--- src/sdsc_pkg.sv ---
package sdsc_pkg;

  // serial word and latch geometry
  localparam int WORD_BITS     = 32;
  localparam int SEL_BITS      = 3;
  localparam int NUM_LATCHES   = 8;
  localparam int INT_BITS      = 12;
  localparam int FRACTIONAL_NUMERATOR_BITS     = 25;
  localparam int FRACTIONAL_NUMERATOR_MSB_BITS = 12;
  localparam int FRACTIONAL_NUMERATOR_LSB_BITS = 13;
  localparam int RDIV_BITS     = 5;
  localparam int MUX_BITS      = 4;
  localparam int PIN_COUNT     = 7;
  localparam logic [5:0] WORD_COUNT = 6'h20;

  // latch indices
  localparam logic [2:0] LATCH_FRACTIONAL_NUMERATOR_INT = 3'h0;
  localparam logic [2:0] LATCH_FRACTIONAL_NUMERATOR_LSB = 3'h1;
  localparam logic [2:0] LATCH_REF_DIV  = 3'h2;
  localparam logic [2:0] LATCH_FUNCTION = 3'h3;

  // field positions inside the latched words
  localparam int R0_FRACTIONAL_NUMERATOR_MSB_LSB  = 3;
  localparam int R0_INT_LSB       = 15;
  localparam int R0_MUX_LSB       = 27;
  localparam int R1_FRACTIONAL_NUMERATOR_LSB_LSB  = 15;
  localparam int R2_RDIV_LSB      = 15;
  localparam int R2_DOUBLER_BIT   = 20;
  localparam int R2_HALVER_BIT    = 21;
  localparam int R3_CNT_RESET_BIT = 3;
  localparam int R3_CP_TRI_BIT    = 4;
  localparam int R3_PWR_DOWN_BIT  = 5;

  // divider limits and reset values
  localparam logic [11:0] INT_MIN      = 12'h017;
  localparam logic [11:0] RST_INT      = 12'h017;
  localparam logic [4:0]  RST_RDIV     = 5'h01;
  localparam logic [5:0]  RDIV_FULL    = 6'h20;
  localparam logic [24:0] RST_FRACTIONAL_NUMERATOR     = 25'h0000000;
  localparam logic [2:0]  RST_CONTROL  = 3'h0;

  // internal signal output select codes
  localparam logic [3:0] MUX_LOW      = 4'h0;
  localparam logic [3:0] MUX_HIGH     = 4'h1;
  localparam logic [3:0] MUX_REF_DIV  = 4'h2;
  localparam logic [3:0] MUX_FB_DIV   = 4'h3;
  localparam logic [3:0] MUX_CP_UP    = 4'h4;
  localparam logic [3:0] MUX_CP_DOWN  = 4'h5;
  localparam logic [3:0] MUX_SYMBOL   = 4'h6;

  // bus register byte offsets
  localparam logic [5:0] ADDR_CONTROL     = 6'h00;
  localparam logic [5:0] ADDR_FSK_DEV     = 6'h04;
  localparam logic [5:0] ADDR_PSK_PHASE   = 6'h08;
  localparam logic [5:0] ADDR_STATUS      = 6'h0C;
  localparam logic [5:0] ADDR_ACTIVE_INT  = 6'h10;
  localparam logic [5:0] ADDR_ACTIVE_FRACTIONAL_NUMERATOR = 6'h14;
  localparam logic [5:0] ADDR_ACTIVE_REF  = 6'h18;
  localparam int         ADDR_LATCH_BIT   = 5;

  // control register bits
  localparam int CTRL_FSK_BIT    = 0;
  localparam int CTRL_PSK_BIT    = 1;
  localparam int CTRL_TX_INV_BIT = 2;

endpackage

--- src/sdsc_sync.sv ---
`timescale 1ns/1ns
module sdsc_sync #(
  parameter int WIDTH = 1
) (
  input  wire logic             i_clock,
  input  wire logic             i_rst,
  input  wire logic [WIDTH-1:0] i_async,
  output logic      [WIDTH-1:0] o_sync
);

  logic [WIDTH-1:0] stage_one;

  // two flops, the first read only by the second
  always_ff @(posedge i_clock or posedge i_rst) begin
    if (i_rst) begin
      stage_one <= '0;
      o_sync    <= '0;
    end else begin
      stage_one <= i_async;
      o_sync    <= stage_one;
    end
  end

endmodule

--- src/sdsc_top.sv ---
`timescale 1ns/1ns
module sdsc_top (
  input  wire logic        i_clock,
  input  wire logic        i_rst,
  input  wire logic        i_serial_clock,
  input  wire logic        i_serial_data,
  input  wire logic        i_load_strobe,
  input  wire logic        i_chip_enable,
  input  wire logic        i_tx_data,
  input  wire logic        i_ref_in,
  input  wire logic        i_rf_feedback,
  input  wire logic [5:0]  i_avs_address,
  input  wire logic        i_avs_read,
  input  wire logic        i_avs_write,
  input  wire logic [31:0] i_avs_writedata,
  input  wire logic [3:0]  i_avs_byteenable,
  output logic      [31:0] o_avs_readdata,
  output logic             o_avs_waitrequest,
  output logic             o_charge_pump_up,
  output logic             o_charge_pump_down,
  output logic             o_charge_pump_oe_n,
  output logic      [1:0]  o_ref_series_closed,
  output logic             o_ref_shunt_switch,
  output logic             o_internal_signal_output,
  output logic             o_power_down
);

  localparam int WB = sdsc_pkg::WORD_BITS;
  localparam int FB = sdsc_pkg::FRACTIONAL_NUMERATOR_BITS;
  localparam int IB = sdsc_pkg::INT_BITS;

  logic [sdsc_pkg::PIN_COUNT-1:0] pins_s;
  logic [sdsc_pkg::PIN_COUNT-1:0] pins_d;
  logic [WB-1:0]                  shift_reg;
  logic [5:0]                     bit_count;
  logic                           short_word;
  logic [2:0]                     last_sel;
  logic [WB-1:0]                  latch_mem [0:sdsc_pkg::NUM_LATCHES-1];
  logic [IB-1:0]                  active_int;
  logic [FB-1:0]                  active_fractional_numerator;
  logic [4:0]                     active_rdiv;
  logic                           active_doubler;
  logic                           active_halver;
  logic [6:0]                     ref_cnt;
  logic                           ref_pulse;
  logic [12:0]                    fb_cnt;
  logic [12:0]                    n_cur;
  logic [FB:0]                    acc;
  logic                           fb_pulse;
  logic                           sym_d;
  logic                           psk_pending;
  logic                           pc_up;
  logic                           pc_down;
  logic [2:0]                     control;
  logic [FB-1:0]                  fsk_dev;
  logic [FB-1:0]                  psk_phase;
  logic                           bus_ack;
  logic [31:0]                    next_readdata;
  integer                         li;

  // pin synchronisers
  sdsc_sync #(
    .WIDTH (sdsc_pkg::PIN_COUNT)
  ) u_sync (
    .i_clock (i_clock),
    .i_rst   (i_rst),
    .i_async ({i_rf_feedback, i_ref_in, i_tx_data, i_chip_enable,
               i_load_strobe, i_serial_data, i_serial_clock}),
    .o_sync  (pins_s)
  );

  // synchronised pins and edge detection
  wire pin_sclk   = pins_s[0];
  wire pin_sdata  = pins_s[1];
  wire pin_le     = pins_s[2];
  wire pin_ce     = pins_s[3];
  wire pin_tx     = pins_s[4];
  wire pin_ref    = pins_s[5];
  wire pin_rf     = pins_s[6];
  wire sclk_rise  = pin_sclk & ~pins_d[0];
  wire le_rise    = pin_le & ~pins_d[2];
  wire ref_rise   = pin_ref & ~pins_d[5];
  wire ref_fall   = ~pin_ref & pins_d[5];
  wire rf_rise    = pin_rf & ~pins_d[6];

  always_ff @(posedge i_clock or posedge i_rst) begin
    if (i_rst) begin
      pins_d <= '0;
    end else begin
      pins_d <= pins_s;
    end
  end

  // word framing and latch select
  wire       word_ok   = (bit_count == sdsc_pkg::WORD_COUNT);
  wire       load_fire = le_rise & word_ok;
  wire [2:0] sel       = shift_reg[sdsc_pkg::SEL_BITS-1:0];
  wire       r0_load   = load_fire & (sel == sdsc_pkg::LATCH_FRACTIONAL_NUMERATOR_INT);

  // serial shift register, newest bit enters at the bottom
  always_ff @(posedge i_clock or posedge i_rst) begin
    if (i_rst) begin
      shift_reg <= '0;
    end else if (sclk_rise) begin
      shift_reg <= {shift_reg[WB-2:0], pin_sdata};
    end
  end

  // bit counter saturates at a full word, cleared by the strobe
  always_ff @(posedge i_clock or posedge i_rst) begin
    if (i_rst) begin
      bit_count <= 6'h00;
    end else if (le_rise) begin
      bit_count <= 6'h00;
    end else if (sclk_rise && !word_ok) begin
      bit_count <= bit_count + 6'h01;
    end
  end

  // framing status of the last strobe
  always_ff @(posedge i_clock or posedge i_rst) begin
    if (i_rst) begin
      short_word <= 1'b0;
      last_sel   <= 3'h0;
    end else if (le_rise) begin
      short_word <= ~word_ok;
      if (word_ok) begin
        last_sel <= sel;
      end
    end
  end

  // eight latches, a short word is refused
  always_ff @(posedge i_clock or posedge i_rst) begin
    if (i_rst) begin
      for (li = 0; li < sdsc_pkg::NUM_LATCHES; li = li + 1) begin
        latch_mem[li] <= '0;
      end
    end else if (load_fire) begin
      latch_mem[sel] <= shift_reg;
    end
  end

  // fields of the stored latches
  wire [WB-1:0] r1_word  = latch_mem[sdsc_pkg::LATCH_FRACTIONAL_NUMERATOR_LSB];
  wire [WB-1:0] r2_word  = latch_mem[sdsc_pkg::LATCH_REF_DIV];
  wire [WB-1:0] r3_word  = latch_mem[sdsc_pkg::LATCH_FUNCTION];
  wire [3:0]    mux_sel  =
    latch_mem[sdsc_pkg::LATCH_FRACTIONAL_NUMERATOR_INT][sdsc_pkg::R0_MUX_LSB +: 4];
  wire          cnt_rst  = r3_word[sdsc_pkg::R3_CNT_RESET_BIT];
  wire          cp_tri   = r3_word[sdsc_pkg::R3_CP_TRI_BIT];
  wire          power_down = ~pin_ce | r3_word[sdsc_pkg::R3_PWR_DOWN_BIT];
  wire          hold     = power_down | cnt_rst;

  // buffered settings move in only with a latch zero write
  always_ff @(posedge i_clock or posedge i_rst) begin
    if (i_rst) begin
      active_int     <= sdsc_pkg::RST_INT;
      active_fractional_numerator    <= sdsc_pkg::RST_FRACTIONAL_NUMERATOR;
      active_rdiv    <= sdsc_pkg::RST_RDIV;
      active_doubler <= 1'b0;
      active_halver  <= 1'b0;
    end else if (r0_load) begin
      active_int     <= shift_reg[sdsc_pkg::R0_INT_LSB +: IB];
      active_fractional_numerator    <= {shift_reg[sdsc_pkg::R0_FRACTIONAL_NUMERATOR_MSB_LSB +:
                                   sdsc_pkg::FRACTIONAL_NUMERATOR_MSB_BITS],
                         r1_word[sdsc_pkg::R1_FRACTIONAL_NUMERATOR_LSB_LSB +:
                                 sdsc_pkg::FRACTIONAL_NUMERATOR_LSB_BITS]};
      active_rdiv    <= r2_word[sdsc_pkg::R2_RDIV_LSB +:
                                sdsc_pkg::RDIV_BITS];
      active_doubler <= r2_word[sdsc_pkg::R2_DOUBLER_BIT];
      active_halver  <= r2_word[sdsc_pkg::R2_HALVER_BIT];
    end
  end

  // reference path: doubler counts both edges, halver doubles the count
  wire [5:0] rdiv_val  = (active_rdiv == 5'h00) ? sdsc_pkg::RDIV_FULL
                                                : {1'b0, active_rdiv};
  wire [6:0] ref_term  = active_halver ? {rdiv_val, 1'b0}
                                       : {1'b0, rdiv_val};
  wire [6:0] ref_last  = ref_term - 7'h01;
  wire       ref_event = ref_rise | (active_doubler & ref_fall);

  // reference divider feeding the phase comparator
  always_ff @(posedge i_clock or posedge i_rst) begin
    if (i_rst) begin
      ref_cnt   <= 7'h00;
      ref_pulse <= 1'b0;
    end else if (hold) begin
      ref_cnt   <= 7'h00;
      ref_pulse <= 1'b0;
    end else begin
      ref_pulse <= ref_event && (ref_cnt == ref_last);
      if (ref_event) begin
        ref_cnt <= (ref_cnt == ref_last) ? 7'h00 : ref_cnt + 7'h01;
      end
    end
  end

  // modulation symbol and keyed fractional value
  wire          symbol   = pin_tx ^ control[sdsc_pkg::CTRL_TX_INV_BIT];
  wire [FB-1:0] fractional_numerator_fsk = active_fractional_numerator + fsk_dev;
  wire [FB-1:0] fractional_numerator_mod = (control[sdsc_pkg::CTRL_FSK_BIT] & symbol)
                           ? fractional_numerator_fsk : active_fractional_numerator;
  wire          psk_kick = control[sdsc_pkg::CTRL_PSK_BIT] &
                           (symbol != sym_d);

  // first order interpolator, the extra lsb is the half-step offset
  wire [FB:0]   psk_add  = psk_pending ? {psk_phase, 1'b0} : '0;
  wire [FB+1:0] acc_sum  = {1'b0, acc} + {1'b0, fractional_numerator_mod, 1'b1}
                           + {1'b0, psk_add};
  wire          carry    = acc_sum[FB+1];
  wire [IB-1:0] int_eff  = (active_int < sdsc_pkg::INT_MIN)
                           ? sdsc_pkg::INT_MIN : active_int;
  wire [12:0]   n_next   = {1'b0, int_eff} + {12'h000, carry};
  wire [12:0]   fb_last  = n_cur - 13'h0001;
  wire          fb_wrap  = rf_rise && (fb_cnt == fb_last);

  // feedback divider reloads integer plus carry each cycle
  always_ff @(posedge i_clock or posedge i_rst) begin
    if (i_rst) begin
      fb_cnt   <= 13'h0000;
      n_cur    <= {1'b0, sdsc_pkg::RST_INT};
      acc      <= '0;
      fb_pulse <= 1'b0;
    end else if (hold) begin
      fb_cnt   <= 13'h0000;
      n_cur    <= {1'b0, int_eff};
      acc      <= '0;
      fb_pulse <= 1'b0;
    end else begin
      fb_pulse <= fb_wrap;
      if (fb_wrap) begin
        fb_cnt <= 13'h0000;
        n_cur  <= n_next;
        acc    <= acc_sum[FB:0];
      end else if (rf_rise) begin
        fb_cnt <= fb_cnt + 13'h0001;
      end
    end
  end

  // one phase shift per symbol change, a new change wins over the clear
  always_ff @(posedge i_clock or posedge i_rst) begin
    if (i_rst) begin
      sym_d       <= 1'b0;
      psk_pending <= 1'b0;
    end else begin
      sym_d <= symbol;
      if (psk_kick) begin
        psk_pending <= 1'b1;
      end else if (fb_wrap) begin
        psk_pending <= 1'b0;
      end
    end
  end

  // phase comparator: up on reference, down on feedback, both reset
  always_ff @(posedge i_clock or posedge i_rst) begin
    if (i_rst) begin
      pc_up   <= 1'b0;
      pc_down <= 1'b0;
    end else if (hold || (pc_up && pc_down)) begin
      pc_up   <= 1'b0;
      pc_down <= 1'b0;
    end else begin
      pc_up   <= pc_up | ref_pulse;
      pc_down <= pc_down | fb_pulse;
    end
  end

  // internal signal selection
  wire mux_bit = (mux_sel == sdsc_pkg::MUX_HIGH)    ? 1'b1 :
                 (mux_sel == sdsc_pkg::MUX_REF_DIV) ? ref_pulse :
                 (mux_sel == sdsc_pkg::MUX_FB_DIV)  ? fb_pulse :
                 (mux_sel == sdsc_pkg::MUX_CP_UP)   ? pc_up :
                 (mux_sel == sdsc_pkg::MUX_CP_DOWN) ? pc_down :
                 (mux_sel == sdsc_pkg::MUX_SYMBOL)  ? symbol : 1'b0;

  // pin outputs; pump floats and reference is unloaded in power-down
  always_ff @(posedge i_clock or posedge i_rst) begin
    if (i_rst) begin
      o_charge_pump_up         <= 1'b0;
      o_charge_pump_down       <= 1'b0;
      o_charge_pump_oe_n       <= 1'b1;
      o_ref_series_closed      <= 2'h0;
      o_ref_shunt_switch       <= 1'b1;
      o_internal_signal_output <= 1'b0;
      o_power_down             <= 1'b1;
    end else begin
      o_charge_pump_up         <= pc_up & ~power_down;
      o_charge_pump_down       <= pc_down & ~power_down;
      o_charge_pump_oe_n       <= power_down | cp_tri;
      o_ref_series_closed      <= {2{~power_down}};
      o_ref_shunt_switch       <= power_down;
      o_internal_signal_output <= mux_bit;
      o_power_down             <= power_down;
    end
  end

  // bus decode: one wait cycle, then the access completes
  wire        bus_access = i_avs_read | i_avs_write;
  wire        wr_fire    = i_avs_write & bus_ack;
  wire        in_latch   = i_avs_address[sdsc_pkg::ADDR_LATCH_BIT];
  wire        hit_ctrl   = ~in_latch &
                           (i_avs_address == sdsc_pkg::ADDR_CONTROL);
  wire        hit_fsk    = ~in_latch &
                           (i_avs_address == sdsc_pkg::ADDR_FSK_DEV);
  wire        hit_psk    = ~in_latch &
                           (i_avs_address == sdsc_pkg::ADDR_PSK_PHASE);
  wire [31:0] be_mask    = {{8{i_avs_byteenable[3]}},
                            {8{i_avs_byteenable[2]}},
                            {8{i_avs_byteenable[1]}},
                            {8{i_avs_byteenable[0]}}};
  wire [31:0] ctrl_word  = {29'h0, control};
  wire [31:0] fsk_word   = {7'h00, fsk_dev};
  wire [31:0] psk_word   = {7'h00, psk_phase};
  wire [31:0] ctrl_new   = (ctrl_word & ~be_mask) | (i_avs_writedata & be_mask);
  wire [31:0] fsk_new    = (fsk_word & ~be_mask) | (i_avs_writedata & be_mask);
  wire [31:0] psk_new    = (psk_word & ~be_mask) | (i_avs_writedata & be_mask);
  wire [31:0] status_word = {23'h0, symbol, 1'b0, last_sel, 2'h0,
                             short_word, power_down};

  assign o_avs_waitrequest = bus_access & ~bus_ack;

  // read data selection, unmapped offsets read zero
  always_comb begin
    next_readdata = 32'h0000_0000;
    if (in_latch) begin
      next_readdata = latch_mem[i_avs_address[4:2]];
    end else begin
      case (i_avs_address)
        sdsc_pkg::ADDR_CONTROL:     next_readdata = ctrl_word;
        sdsc_pkg::ADDR_FSK_DEV:     next_readdata = fsk_word;
        sdsc_pkg::ADDR_PSK_PHASE:   next_readdata = psk_word;
        sdsc_pkg::ADDR_STATUS:      next_readdata = status_word;
        sdsc_pkg::ADDR_ACTIVE_INT:  next_readdata = {20'h0, active_int};
        sdsc_pkg::ADDR_ACTIVE_FRACTIONAL_NUMERATOR: next_readdata = {7'h00, active_fractional_numerator};
        sdsc_pkg::ADDR_ACTIVE_REF:  next_readdata = {25'h0, active_halver,
                                                     active_doubler,
                                                     active_rdiv};
        default:                    next_readdata = 32'h0000_0000;
      endcase
    end
  end

  // bus handshake and read data register
  always_ff @(posedge i_clock or posedge i_rst) begin
    if (i_rst) begin
      bus_ack        <= 1'b0;
      o_avs_readdata <= 32'h0000_0000;
    end else begin
      bus_ack <= bus_access & ~bus_ack;
      if (i_avs_read && !bus_ack) begin
        o_avs_readdata <= next_readdata;
      end
    end
  end

  // software keying registers
  always_ff @(posedge i_clock or posedge i_rst) begin
    if (i_rst) begin
      control   <= sdsc_pkg::RST_CONTROL;
      fsk_dev   <= '0;
      psk_phase <= '0;
    end else if (wr_fire) begin
      if (hit_ctrl) begin
        control <= ctrl_new[2:0];
      end
      if (hit_fsk) begin
        fsk_dev <= fsk_new[FB-1:0];
      end
      if (hit_psk) begin
        psk_phase <= psk_new[FB-1:0];
      end
    end
  end

endmodule
--- config.mk ---
export PLATFORM = sky130hd
export DESIGN_NAME = sdsc_top
export DESIGN_NICKNAME = d
export VERILOG_FILES = /design/src/sdsc_pkg.sv /design/src/sdsc_sync.sv /design/src/sdsc_top.sv
export SDC_FILE = /design/constraint.sdc
export NUM_CORES = 1
export LEC_CHECK = 0
export BUFFER_PORTS_ARGS = -buffer_cell sky130_fd_sc_hd__buf_2
export CAP_MARGIN = 10
export CELL_PAD_IN_SITES_DETAIL_PLACEMENT = 0
export CELL_PAD_IN_SITES_GLOBAL_PLACEMENT = 1
export CORE_UTILIZATION = 50
export DETAILED_ROUTE_END_ITERATION = 10
export PLACE_DENSITY_LB_ADDON = 0.1
export SYNTH_ARGS = -nofsm -noshare
export SYNTH_HDL_FRONTEND = slang
export SYNTH_SLANG_ARGS = --single-unit
--- constraint.sdc ---
create_clock -name i_clock -period 30 [get_ports i_clock]
set_input_delay 4.5 -clock i_clock [delete_from_list [all_inputs] [get_ports i_clock]]
set_output_delay 4.5 -clock i_clock [all_outputs]
set_load 0.01 [all_outputs]
Word-level counts from Yosys, hierarchy flattened
Index checks and enable logic that the tools add are counted.
{"block": "op_classes", "muxes": 37, "bitwise_logic": 45, "eq_ne": 16, "reduce_logical": 21, "order_cmp": 4, "addsub": 9}
{"cell": "256-bit bitwise mux", "n": 1}
{"cell": "25-bit case mux with 7 select lines", "n": 1}
{"cell": "32-bit 2-to-1 mux", "n": 4}
{"cell": "32-bit binary-select mux with 3-bit select", "n": 1}
{"cell": "32-bit demux with 3-bit select", "n": 1}
{"cell": "26-bit 2-to-1 mux", "n": 3}
{"cell": "25-bit bitwise AND", "n": 3}
{"cell": "13-bit 2-to-1 mux", "n": 5}
{"cell": "25-bit bitwise OR", "n": 2}
{"cell": "7-bit 2-to-1 mux", "n": 4}
{"cell": "26-bit by 26-bit adder with 27-bit output", "n": 1}
{"cell": "27-bit by 26-bit adder with 27-bit output", "n": 1}
{"cell": "25-bit adder", "n": 1}
{"cell": "25-bit 2-to-1 mux", "n": 1}
{"cell": "25-bit inverter", "n": 1}
{"cell": "6-bit by 5-bit equality test with 1-bit output (second input constant)", "n": 3}
{"cell": "6-bit 2-to-1 mux", "n": 3}
{"cell": "1-bit bitwise AND", "n": 17}
{"cell": "12-bit by 1-bit adder with 13-bit output", "n": 1}
{"cell": "13-bit by 1-bit adder with 13-bit output (second input constant)", "n": 1}
{"cell": "13-bit equality test", "n": 1}
{"cell": "13-bit by 1-bit subtractor with 13-bit output (second input constant)", "n": 1}
{"cell": "4-bit by 3-bit equality test with 1-bit output (second input constant)", "n": 3}
{"cell": "6-bit by 4-bit equality test with 1-bit output (second input constant)", "n": 2}
{"cell": "29 further kinds", "n": 70}
{"block": "totals", "reg_bits": 520, "inputBits": 53}

Depth between registers and ports, before layout
{"block": "logic_depth", "word_depth": 8, "ltp_mapped": 32, "ltp_nobuf": 32}

By module
Synthesis repeated with hierarchy kept, for this count alone.
{"block": "hier_totals", "hier_cells": 2360, "hier_area_um2": 26162.6}
{"mod": "sdsc_top", "cells_per_inst": 2345, "area_each_um2": 25808.5, "n_inst": 1}
{"mod": "sdsc_sync", "cells_per_inst": 15, "area_each_um2": 354.1, "n_inst": 1}

Worst setup path after synthesis
OpenSTA, ideal clock, no wires.
{"block": "synth_path", "path_type": "in2out", "startpoint": "in i_avs_write", "endpoint": "out o_avs_waitrequest", "path_stages": 3, "path_buffers": 1, "required_ns": 25.500, "path_slack_ns": 20.555, "arrival_ns": 4.945, "path_cell_list": "clkbuf_1 -> nor2_1 -> nor2_1"}
{"block": "synth_between", "elab_chain_len": 2}
{"element": "start: declaration", "line_no": "sdsc_top.sv:14", "text": "input wire logic i_avs_write,"}
{"element": "1-bit bitwise OR", "line_no": "sdsc_top.sv:302", "text": "wire bus_access = i_avs_read | i_avs_write;"}
{"element": "1-bit bitwise AND", "line_no": "sdsc_top.sv:324", "text": "assign o_avs_waitrequest = bus_access & ~bus_ack;"}
{"element": "end: declaration", "line_no": "sdsc_top.sv:18", "text": "output logic o_avs_waitrequest,"}
Every way passes these cells.

Final worst setup path
Same ends and word-level chain as after synthesis.

==> impl_metrics.json <==
{
  "synth_top_family_by_area": "multiplexers",
  "p_per_area_nw_per_um2": 52.0,
  "boundaryPins": 94,
  "syn2layout_area_growth_pct": 11.4,
  "ys_ff_latch": 517,
  "vias": 18196,
  "min_to": "u_sync.o_sync[5]",
  "fin_util": 0.567,
  "cp_data_required_time_ps": 25500,
  "worstSkewPairLatency_ps": 640,
  "grt_pass1_vias": 18277,
  "grt_pass1_wl_mm": 109,
  "outcome": "finished clean",
  "critPathTopFamily": "buffers and inverters",
  "die_width_um": 232,
  "grt_overflow_total": 0,
  "async_flop_share": 1.00,
  "skew_ps": 44.3,
  "end_kind": "primary output",
  "clk_path_buf_depth": 3,
  "dr.pass1.iters": 7,
  "r2r-start": "active_fractional_numerator[0]",
  "ir_drop_v": 0.0000465,
  "synth_fa_ha_area_frac": 0.0476,
  "hold_ws_ps": 346,
  "clock-sinks": 517,
  "hold_buffers": 0,
  "yosysTopAreaCellShare": 0.481,
  "syn_nets": 2555,
  "yosysWarnings": 0,
  "rsz0062_at_grt": "false",
  "path_buf_inv": 2,
  "drc": 0,
  "via_per_inst": 5.73,
  "core_um2": 51700,
  "tightest_slew_ps": 1200,
  "critPathMaxFanout": 8,
  "synth_simple_gate_area_frac": 0.130,
  "finalHoldViolCount": 0,
  "synthMuxAreaShare": 0.187,
  "r2r-end": "n_cur[8]",
  "post_cts_buffers": 0,
  "grt_antenna_before_repair": 1,
  "setup_viol": 0,
  "grt_max_degree": 129,
  "maxCapViolCount": 0,
  "cts_root_buf": "clkbuf_16",
  "fmax_mhz": 105,
  "rows": 83,
  "whs_path_depth": 0,
  "wl_per_cell_um": 21.8,
  "mostFrequentLayoutCells": "506 x dfrtp_1, 464 x nand2_1, 281 x mux2_2, 109 x nor2_1, 109 x inv_1",
  "ant_nets": 0,
  "synth_area_leader_cell": "dfrtp_1",
  "synth_edf_count": 0,
  "port_buffers": 86,
  "die_h_um": 232,
  "hpwl_mm": 47.7,
  "cts_tree": "yes",
  "dieArea_um2": 53600,
  "track_usage": 0.265,
  "r2r_setup_slack_ps": 23000,
  "synth_area_leaders": "dfrtp_1 48%, mux2_2 12%, nand2_1 6.6%",
  "synthFlopType": "dfrtp_1",
  "first_iter_violations": 1368,
  "synth_compound_area_frac": 0.0804,
  "layout_min_cycle_time_ps": 9480,
  "synth-seq-area-share": 0.492,
  "worstSetupPathType": "input port to primary output",
  "worstPathArrival_ps": 4980,
  "layout-drive-gt1-share": 0.239,
  "relSlewSlack": 0.195,
  "mostFrequentLayoutCell": "dfrtp_1",
  "nets": 2584,
  "reg2reg_depth": 29,
  "p_leak_nw": 14.7,
  "cts_resized": 0,
  "cts_buffers": 56,
  "synth_area_per_cell_um2": 10.9,
  "hold_start": "u_sync.stage_one[5]",
  "crit_path_cell_trace": "buf_2 -> nor2_1 -> nor2_1 -> buf_2",
  "start_kind": "input port",
  "synth_cell_type_count": 71,
  "dp_cells": 3069,
  "mappedNetlistArea_um2": 26300,
  "fin_crit_sh": 0.316,
  "wl_mm": 69.3,
  "critical_path.startpoint": "i_avs_write",
  "slew_viol_final": 0,
  "cts_max_level": 2,
  "initial_core_util": 0.509,
  "cp_slowest_stage_delay_ps": 150,
  "p_total_mw": 1.53,
  "setup_tns_ps": 0,
  "hp-class": "register to register",
  "crit_slowest_cell": "buf_2",
  "path_clk_slew_ps": 50,
  "fin_cells": 3175,
  "synth_xor_area_frac": 0.0259,
  "gp_congestion": 0.895,
  "synthCells": 2418
}
-- per-layer routing --
metal  up-vias  wire, um  track usage
met2       352     32000        0.419
met4         2      1760       0.0787
met5         -        10            0
li1       8437         -            -
met1      9308     33000        0.387
met3        97      2560       0.0293
-- worst reg2reg max path, delay by kind of cell, from the launching register on --
kind	cells	cell delay, ps
flip-flops	1	440
buffers and inverters	2	100
XOR/XNOR	2	590
AO/OA/AOI/OAI	11	2530
adder cells (fa/ha/maj)	6	1930
AND/OR/NAND/NOR	8	1270
-- kinds of logic (layout without fill, tap and decap cells) --
logic type                 count (synthesis)  count (layout)
xor gates and xnor gates                  78              78
muxes                                    377             377
AOI/OAI and AO/OA                        330             330
adders and majority gates                 84              84
and+or+nand+nor                          774             774
DFF                                      517             517
other                                      0               1
buffers and inverters                    258             334
-- report_power, final --
part | internal [mW] | switching, mW
clock | 0.431 | 0.295
sequential | 0.709 | 0.0233
combinational | 0.0220 | 0.0464
-- metrics by stage --
stage          setup slack [ps]  area [um2]
2_1_floorplan             11080       26300
3_3_place_gp              20550       27400
3_5_place_dp              20530       27400
4_1_cts                   20530       29300
5_1_grt                   20500       29300
6_report                  20520       29300
-- layout make-up --
class	count	area [um2]
clock inverter	22	298
inverter	110	420
multi-input combinational	1643	12500
antenna	1	2.50
tap	680	851
timing repair buffer	119	683
sequential	517	13000
fill	4485	22400
clock buffer	83	1670
-- cells in the mapped netlist, drive strengths merged, types with 11 or more instances --
| library cell | count |
|---|---|
| nor3 | 24 |
| buf | 26 |
| mux4 | 64 |
| o21a | 12 |
| and2 | 14 |
| o21ai | 85 |
| mux2i | 32 |
| nand4 | 14 |
| nor2 | 111 |
| a221oi | 13 |
| nand2 | 465 |
| a211oi | 11 |
| nand2b | 28 |
| mux2 | 281 |
| inv | 110 |
| a21oi | 95 |
| clkbuf | 122 |
| a222oi | 13 |
| xnor2 | 51 |
| a21o | 36 |
| fa | 27 |
| nand3 | 33 |
| dfstp | 11 |
| ha | 57 |
| dfrtp | 506 |
| nor2b | 20 |
| a31oi | 11 |
| xor2 | 27 |
-- worst max path at each step --
| stage | to | cells after the start |
|---|---|---|
| 6_report | o_avs_waitrequest | 4 |
| 5_1_grt | o_avs_waitrequest | 4 |
| 4_1_cts | o_avs_waitrequest | 4 |
| 3_5_place_dp | o_avs_waitrequest | 4 |
| 3_3_place_gp | o_avs_waitrequest | 4 |
| 2_1_floorplan | async pin | 1 |
Note: power is estimated with default switching activity, not from simulation.
